## config.mk

```make
export PLATFORM = sky130hd
export DESIGN_NAME = fpo_ctrl
export DESIGN_NICKNAME = d
export VERILOG_FILES = /design/src/rtl/fpo_pkg.sv /design/src/rtl/fpo_ctrl.sv /design/src/rtl/fpo_pwm_gen.sv
export SDC_FILE = /design/constraint.sdc
export NUM_CORES = 1
export LEC_CHECK = 0
export BUFFER_PORTS_ARGS = -buffer_cell sky130_fd_sc_hd__buf_2
export CAP_MARGIN = 10
export CELL_PAD_IN_SITES_DETAIL_PLACEMENT = 1
export CELL_PAD_IN_SITES_GLOBAL_PLACEMENT = 1
export CORE_ASPECT_RATIO = 0.5
export CORE_MARGIN = 2
export CORE_UTILIZATION = 40
export DETAILED_ROUTE_END_ITERATION = 8
export PLACE_DENSITY = 0.79
export SETUP_SLACK_MARGIN = 0.15
export SLEW_MARGIN = 20
export SYNTH_ARGS = -nofsm -noshare
export SYNTH_HDL_FRONTEND = slang
export SYNTH_SLANG_ARGS = --single-unit
```

## constraint.sdc

```tcl
create_clock -name core_clk -period 9.74 [get_ports core_clk]
set_input_delay 0.974 -clock core_clk [delete_from_list [all_inputs] [get_ports core_clk]]
set_output_delay 0.974 -clock core_clk [all_outputs]
set_load 0.01 [all_outputs]
```

## src/rtl/fpo_pkg.sv

```systemverilog
// Constants shared by the second fan output control block.
// Assumes a single 200 MHz core clock and the documented register offsets.
package fpo_pkg;

    // ========================================================
    // Register map
    localparam logic [7:0] ADDR_OVR_LOCK = 8'hCD;
    localparam logic [7:0] ADDR_SPINUP = 8'hCE;
    localparam logic [7:0] RESET_OVR_LOCK = 8'h00;
    localparam logic [7:0] RESET_SPINUP = 8'h00;
    localparam logic [7:0] READ_UNMAPPED = 8'h00;

    // ========================================================
    // Field positions
    localparam int BIT_MANUAL_EN = 0;
    localparam int BIT_INVERT = 1;
    localparam int BIT_HOT_EN = 2;
    localparam int BIT_HOT_FLAG = 3;
    localparam int MANUAL_CODE_LSB = 4;
    localparam int SPIN_DC_LSB = 0;
    localparam int SPIN_DUR_MSB_BIT = 4;
    localparam int SPIN_DUR_LSB = 5;

    // ========================================================
    // Duty codes
    localparam logic [3:0] DUTY_OFF = 4'h0;
    localparam logic [3:0] DUTY_FULL = 4'hF;
    localparam int DUTY_STEPS = 15;

    // ========================================================
    // Timing
    localparam int CLK_FREQ_MHZ = 200;
    localparam int MS_TIME_US = 1000;
    localparam int MS_TICK_CYCLES = MS_TIME_US * CLK_FREQ_MHZ;
    localparam int PWM_PERIOD_US = 40;
    localparam int PWM_STEP_CYCLES = (PWM_PERIOD_US * CLK_FREQ_MHZ) / DUTY_STEPS;

    // Spin-up duration in ms per duration code
    localparam logic [14:0] SPIN_MS [16] = '{
        15'd0, 15'd100, 15'd250, 15'd400, 15'd700, 15'd1000, 15'd2000, 15'd4000,
        15'd6000, 15'd8000, 15'd10000, 15'd12000, 15'd14000, 15'd16000, 15'd18000, 15'd20000};

    typedef enum logic {SPIN_IDLE, SPIN_RUN} fpo_spin_e;

endpackage

```

## src/rtl/fpo_ctrl.sv

```systemverilog
// Second fan output control: override, polarity, hot lock, readback, spin-up.
// Assumes register strobes and bound source codes come from same-clock logic;
// the processor-hot event arrives asynchronously from a pin.
//
// Overview of operation
// - Override enable drives the manual duty code
// - Invert bit reverses output polarity for all duties
// - Hot event sets lock flag only when enabled
// - Hot lock flag forces full duty outside spin-up
// - Writing zero clears flag, normal duty resumes
// - Flag stays writable under the configuration lock
// - Four-bit manual code selects one of sixteen duties
// - Manual code read returns duty in use outside spin-up
// - Larger bound request shows in the readback
// - Readback is zero during spin-up
// - Spin-up duty code selects spin-up drive
// - Spin-up duty code zero disables spin-up
// - Duration code is bit 4 then bits 7:5
// - Zero to non-zero duty starts spin-up
// - Codes 0-7 map disabled through 4 s
// - Codes 8-15 map 6 s to 20 s
// - Largest bound source duty wins
`timescale 1ns/100ps
module fpo_ctrl #(
    parameter int NUM_SRC = 6,
    parameter int MS_TICK_CYCLES = fpo_pkg::MS_TICK_CYCLES,
    parameter int PWM_STEP_CYCLES = fpo_pkg::PWM_STEP_CYCLES
) (
    input wire logic core_clk,
    input wire logic rst_n,
    input wire logic [7:0] regAddr,
    input wire logic regWrEn,
    input wire logic [7:0] regWrData,
    input wire logic regRdEn,
    output logic [7:0] regRdData,
    input wire logic configLock,
    input wire logic [NUM_SRC-1:0] srcBound,
    input wire logic [NUM_SRC*4-1:0] srcDutyCode,
    input wire logic hotEventBound,
    input wire logic processorHotEvent,
    output logic fanPwmOut,
    output logic spinupActive
);

    typedef struct packed {
        logic manualEn;
        logic invert;
        logic hotEn;
        logic hotFlag;
        logic [3:0] manualCode;
        logic [7:0] spinCtrl;
        logic hotSync1;
        logic hotSync2;
        logic hotPrev;
        logic normalWasZero;
        fpo_pkg::fpo_spin_e spinState;
        logic [14:0] spinMs;
        logic [17:0] msDiv;
        logic msTick;
        logic pwmOut;
        logic spinOut;
        logic [7:0] rdData;
    } fpo_state_s;

    fpo_state_s st_reg;
    fpo_state_s st_next;
    logic [3:0] boundMax;
    logic [3:0] normalDuty;
    logic [3:0] dutyInUse;
    logic [3:0] spinDutyCode;
    logic [3:0] spinDurCode;
    logic hotEdge;
    logic pwmLevel;
    logic wrCtrl2;
    logic wrCtrl3;

    // ========================================================
    // Helpers
    function automatic logic [3:0] maxCode(input logic [3:0] a, input logic [3:0] b);
        maxCode = (a > b) ? a : b;
    endfunction

    function automatic logic [14:0] spinMsOf(input logic [3:0] code);
        spinMsOf = fpo_pkg::SPIN_MS[code];
    endfunction

    // Unbound sources request nothing, so zero is the floor
    always_comb begin
        boundMax = fpo_pkg::DUTY_OFF;
        for (int i = 0; i < NUM_SRC; i++) begin
            if (srcBound[i]) begin
                boundMax = maxCode(boundMax, srcDutyCode[i*4 +: 4]);
            end
        end
    end

    // ========================================================
    // Duty arbitration
    assign spinDutyCode = st_reg.spinCtrl[fpo_pkg::SPIN_DC_LSB +: 4];
    assign spinDurCode = {st_reg.spinCtrl[fpo_pkg::SPIN_DUR_MSB_BIT],
        st_reg.spinCtrl[fpo_pkg::SPIN_DUR_LSB +: 3]};
    assign hotEdge = st_reg.hotSync2 && !st_reg.hotPrev;
    assign wrCtrl2 = regWrEn && (regAddr == fpo_pkg::ADDR_OVR_LOCK);
    assign wrCtrl3 = regWrEn && (regAddr == fpo_pkg::ADDR_SPINUP);

    always_comb begin
        if (st_reg.hotFlag) begin
            normalDuty = fpo_pkg::DUTY_FULL;
        end else if (st_reg.manualEn) begin
            normalDuty = maxCode(st_reg.manualCode, boundMax);
        end else begin
            normalDuty = boundMax;
        end
        dutyInUse = (st_reg.spinState == fpo_pkg::SPIN_RUN) ? spinDutyCode : normalDuty;
    end

    // Waveform lags the duty code by two edges
    fpo_pwm_gen #(
        .STEP_CYCLES(PWM_STEP_CYCLES),
        .DUTY_STEPS(fpo_pkg::DUTY_STEPS)
    ) u_pwm (
        .core_clk(core_clk),
        .rst_n(rst_n),
        .dutyCode(dutyInUse),
        .pwmLevel(pwmLevel)
    );

    // ========================================================
    // Next state
    always_comb begin
        st_next = st_reg;
        // Only the second stage feeds the edge detector
        st_next.hotSync1 = processorHotEvent;
        st_next.hotSync2 = st_reg.hotSync1;
        st_next.hotPrev = st_reg.hotSync2;
        st_next.pwmOut = pwmLevel ^ st_reg.invert;

        // Millisecond time base
        st_next.msTick = 1'b0;
        if (st_reg.msDiv == 18'(MS_TICK_CYCLES - 1)) begin
            st_next.msDiv = '0;
            st_next.msTick = 1'b1;
        end else begin
            st_next.msDiv = st_reg.msDiv + 18'h0_0001;
        end

        // Configuration lock freezes everything except the hot flag
        if (wrCtrl2 && !configLock) begin
            st_next.manualEn = regWrData[fpo_pkg::BIT_MANUAL_EN];
            st_next.invert = regWrData[fpo_pkg::BIT_INVERT];
            st_next.hotEn = regWrData[fpo_pkg::BIT_HOT_EN];
            st_next.manualCode = regWrData[fpo_pkg::MANUAL_CODE_LSB +: 4];
        end
        if (wrCtrl3 && !configLock) begin
            st_next.spinCtrl = regWrData;
        end
        if (wrCtrl2 && !regWrData[fpo_pkg::BIT_HOT_FLAG]) begin
            st_next.hotFlag = 1'b0;
        end
        // Set wins over a clear in the same cycle
        if (hotEdge && hotEventBound && st_reg.hotEn) begin
            st_next.hotFlag = 1'b1;
        end

        // Spin-up sequencing
        st_next.normalWasZero = (normalDuty == fpo_pkg::DUTY_OFF);
        unique case (st_reg.spinState)
            fpo_pkg::SPIN_IDLE: begin
                if (st_reg.normalWasZero && normalDuty != fpo_pkg::DUTY_OFF
                    && spinDurCode != 4'h0 && spinDutyCode != fpo_pkg::DUTY_OFF) begin
                    st_next.spinState = fpo_pkg::SPIN_RUN;
                    st_next.spinMs = spinMsOf(spinDurCode);
                    // A tick already due may still cut the first millisecond short
                    st_next.msDiv = '0;
                end
            end
            fpo_pkg::SPIN_RUN: begin
                if (spinDutyCode == fpo_pkg::DUTY_OFF || normalDuty == fpo_pkg::DUTY_OFF) begin
                    st_next.spinState = fpo_pkg::SPIN_IDLE;
                    st_next.spinMs = '0;
                end else if (st_reg.msTick) begin
                    if (st_reg.spinMs <= 15'h0001) begin
                        st_next.spinState = fpo_pkg::SPIN_IDLE;
                        st_next.spinMs = '0;
                    end else begin
                        st_next.spinMs = st_reg.spinMs - 15'h0001;
                    end
                end
            end
        endcase
        // Registered so the port comes straight from a flop
        st_next.spinOut = (st_next.spinState == fpo_pkg::SPIN_RUN);

        // Readback of the control registers
        // A read in the cycle of a write shows the old value
        if (regRdEn) begin
            unique case (regAddr)
                fpo_pkg::ADDR_OVR_LOCK: begin
                    st_next.rdData = {(st_reg.spinState == fpo_pkg::SPIN_RUN)
                        ? fpo_pkg::DUTY_OFF : normalDuty,
                        st_reg.hotFlag, st_reg.hotEn, st_reg.invert, st_reg.manualEn};
                end
                fpo_pkg::ADDR_SPINUP: st_next.rdData = st_reg.spinCtrl;
                default: st_next.rdData = fpo_pkg::READ_UNMAPPED;
            endcase
        end
    end

    always_ff @(posedge core_clk) begin
        if (!rst_n) begin
            st_reg <= '0;
            st_reg.spinCtrl <= fpo_pkg::RESET_SPINUP;
            st_reg.spinState <= fpo_pkg::SPIN_IDLE;
        end else begin
            st_reg <= st_next;
        end
    end

    assign regRdData = st_reg.rdData;
    assign fanPwmOut = st_reg.pwmOut;
    assign spinupActive = st_reg.spinOut;
endmodule // fpo_ctrl

```

## src/rtl/fpo_pwm_gen.sv

```systemverilog
// Duty-code to waveform generator for the second fan output.
// Assumes dutyCode from logic on the same clock; output is not inverted here.
`timescale 1ns/100ps
module fpo_pwm_gen #(
    parameter int STEP_CYCLES = fpo_pkg::PWM_STEP_CYCLES,
    parameter int DUTY_STEPS = fpo_pkg::DUTY_STEPS
) (
    input wire logic core_clk,
    input wire logic rst_n,
    input wire logic [3:0] dutyCode,
    output logic pwmLevel
);

    typedef struct packed {
        logic [15:0] stepDiv;
        logic [3:0] phase;
        logic level;
    } fpo_pwm_s;

    fpo_pwm_s st_reg;
    fpo_pwm_s st_next;

    // ========================================================
    // Phase stepping
    always_comb begin
        st_next = st_reg;
        if (st_reg.stepDiv == 16'(STEP_CYCLES - 1)) begin
            st_next.stepDiv = '0;
            st_next.phase = (st_reg.phase == 4'(DUTY_STEPS - 1)) ? '0 : st_reg.phase + 4'h1;
        end else begin
            st_next.stepDiv = st_reg.stepDiv + 16'h0001;
        end
        // Full code is high in every phase, zero code in none
        st_next.level = (st_reg.phase < dutyCode);
    end

    always_ff @(posedge core_clk) begin
        if (!rst_n) begin
            st_reg <= '0;
        end else begin
            st_reg <= st_next;
        end
    end

    assign pwmLevel = st_reg.level;

endmodule // fpo_pwm_gen
```

==> out/metrics.yaml <==
hold_buffers: 0
synthArstFlopShare: 0
io_pins: 63
drc: 0
root_buffer: "clkbuf_16"
htreeDepth: 3
start_util: 0.418
fp.dieH_um: 86.1
clock_sinks: 85
arrival_ps: 9780
min_period_ps: 9570
cp-end-kind: "flip-flop"
hold_violations: 0
ff2ff_setup_slack_ps: 6810
synth_edf_count: 0
yosysTopAreaCellShare: 0.315
row_count: 29
drt-vias-per-instance: 5.62
status: "complete, no violations"
detailed_place_hpwl_um: 10800
worstPathRequired_ps: 9950
crit_path_start_kind: "primary input"
period_share: 0.982
synthTopCellsByArea: "dfxtp_1 32%, ha_1 9.3%, nor2_1 6.4%"
hold_end: "st_next[46]"
wire_per_inst_um: 18.1
path_clk_slew_ps: 60
syn_nets: 756
setup_viol: 0
grt_pass1_vias: 5091
synthCells: 663
cts_tree: "built"
clockBufferDepth: 2
grt_pass1_wl_um: 24100
yosysWarningCount: 0
syn-cell-area_mm2: 0.00540
fmax_mhz: 105
grt.total_usage: 0.205
largest_reg_flops: 44
drt-initial-drc-count: 257
seq_area_frac_synth: 0.315
syn_to_final_growth_pct: 24.7
first_pass_iters: 4
coreArea_mm2: 0.0129
fin_cells: 923
yosysUniqueCellTypes: 69
layout_commonest_cell: "nor2_1"
final_nets: 842
overflow: 0
ant_nets: 0
min_path_cells: 1
antenna_found_initial: 0
cts_buffers: 9
synth.ff_latch_count: 85
p_per_area_mw_per_mm2: 150
hold_class: "flip-flop to flip-flop"
placed_area_mm2: 0.00589
rr_worst_depth: 13
wl_um: 16700
slew_headroom: 0.449
fillers: 1551
grt_max_degree: 24
rr_startpoint: "st_reg[58]"
timing.rr.end: "u_pwm.pwmLevel"
layout_common_cells: "87 x nor2_1, 85 x dfxtp_1, 61 x buf_2"
tightest_slew_ps: 818
min-delay-start: "st_next[47]"
gp_congestion: 0.828
yosys.area.top_type: "dfxtp_1"
dominantRegCellSynth: "dfxtp_1"
num_antenna_cells: 0
drv_cap: 0
die_w_um: 168
die_area_mm2: 0.0145
skew_ps: 7.65
fin_area_mm2: 0.00673
critical_path_class: "primary input to flip-flop"
portBuffers: 62
path_common_cell: "ha_1"
ir_worst_vdd_v: 0.0000941
maxSlewViolCount: 0
p_leak_nw: 2.82
crit_fanout: 7
place_inst: 881
drive_gt1_frac: 0.251
slowest_stage: "a311oi_4"
syn_area_per_cell_um2: 8.14
vias: 5188
cpPeakStageDelay_ps: 380
clock_latency_ps: 340
-- how the worst max path moves through the flow --
| stage | from | end | slack (ps) | cells past startpoint |
|---|---|---|---|---|
| after CTS | srcBound[0] | st_reg[40] | 160 | 47 |
| final | srcBound[0] | u_pwm.pwmLevel | 170 | 48 |
| after detailed placement | srcBound[0] | st_reg[31] | -430 | 46 |
| after global routing | srcBound[0] | u_pwm.pwmLevel | -220 | 48 |
| after floorplan | srcDutyCode[3] | st_reg[40] | 220 | 46 |
| after global placement | srcBound[0] | st_reg[31] | -10 | 44 |
-- Yosys cell counts, drive strengths merged, types with 4 or more instances --
cell type	instances
a22oi	7
mux2i	22
nand3	24
o211ai	7
o21ai	30
nand4	9
dfxtp	85
buf	14
ha	40
a21oi	41
and3	10
a31oi	8
inv	45
nor2	92
clkbuf	17
or3	4
and2	12
nor3	24
o31ai	4
nor2b	6
o22ai	6
xnor2	15
mux2	6
nor4b	4
nand2	47
nand2b	10
a211oi	8
xor2	18
nor4	6
-- power by group --
part / switching, mW / internal, mW / leakage [nW]
logic: 0.162 / 0.148 / 1.99
registers: 0.00418 / 0.353 / 0.688
clock network: 0.137 / 0.204 / 0.145
total: 0.303 / 0.705 / 2.82
-- layout make-up --
class | count | area, µm² | area share
inverter | 45 | 169 | 0.0251
clock buffer | 11 | 243 | 0.0361
tap | 170 | 213 | 0.0316
sequential | 85 | 1700 | 0.253
multi-input combinational | 503 | 3670 | 0.545
timing repair buffer | 105 | 686 | 0.102
clock inverter | 4 | 48.8 | 0.00725
-- critical path, delay by kind of cell --
family | cells | cell delay [ps]
AND/OR/NAND/NOR | 14 | 1730
multiplexers | 3 | 690
buffers and inverters | 5 | 680
adder cells (fa/ha/maj) | 7 | 1890
AO/OA/AOI/OAI | 19 | 3830
-- kinds of logic (layout without fill, tap and decap cells) --
logic type	count (synthesis)	in the layout	synth area share
and+or+nand+nor	263	263	0.243
muxes	28	28	0.0533
adders and majority gates	40	40	0.0928
buffers and inverters	76	165	0.0619
DFF	85	85	0.315
xor gates and xnor gates	33	33	0.0536
AOI/OAI and AO/OA	138	139	0.180
-- per-layer routing --
| metal | vias up | wire, µm | global-route usage |
|---|---|---|---|
| li1 | 2506 | - | - |
| met5 | - | 0 | 0 |
| met3 | 29 | 580 | 0.0369 |
| met2 | 126 | 8280 | 0.380 |
| met1 | 2527 | 7590 | 0.248 |
| met4 | 0 | 284 | 0.0470 |
-- what timing repair did --
action | in CTS | in global routing
buffers inserted | 4 | 21
pin swaps | 3 | 40
gates resized for setup | 7 | 61
cloned | 0 | 2
setup endpoints to repair | 34 | 40
-- stage by stage --
step           setup TNS [ps]  utilization  total power [mW]  worst slack, ps  hold slack (ps)
2_1_floorplan               0            -             0.519              223              412
3_3_place_gp            -12.7        0.456             0.578            -11.3              412
5_1_grt                 -3580        0.521              1.05             -218              452
3_5_place_dp           -11990        0.456             0.587             -431              427
4_1_cts                     0        0.484             0.934              159              444
6_report                    0        0.521              1.01              172              434
No activity file was read; power rests on OpenSTA's default activity.
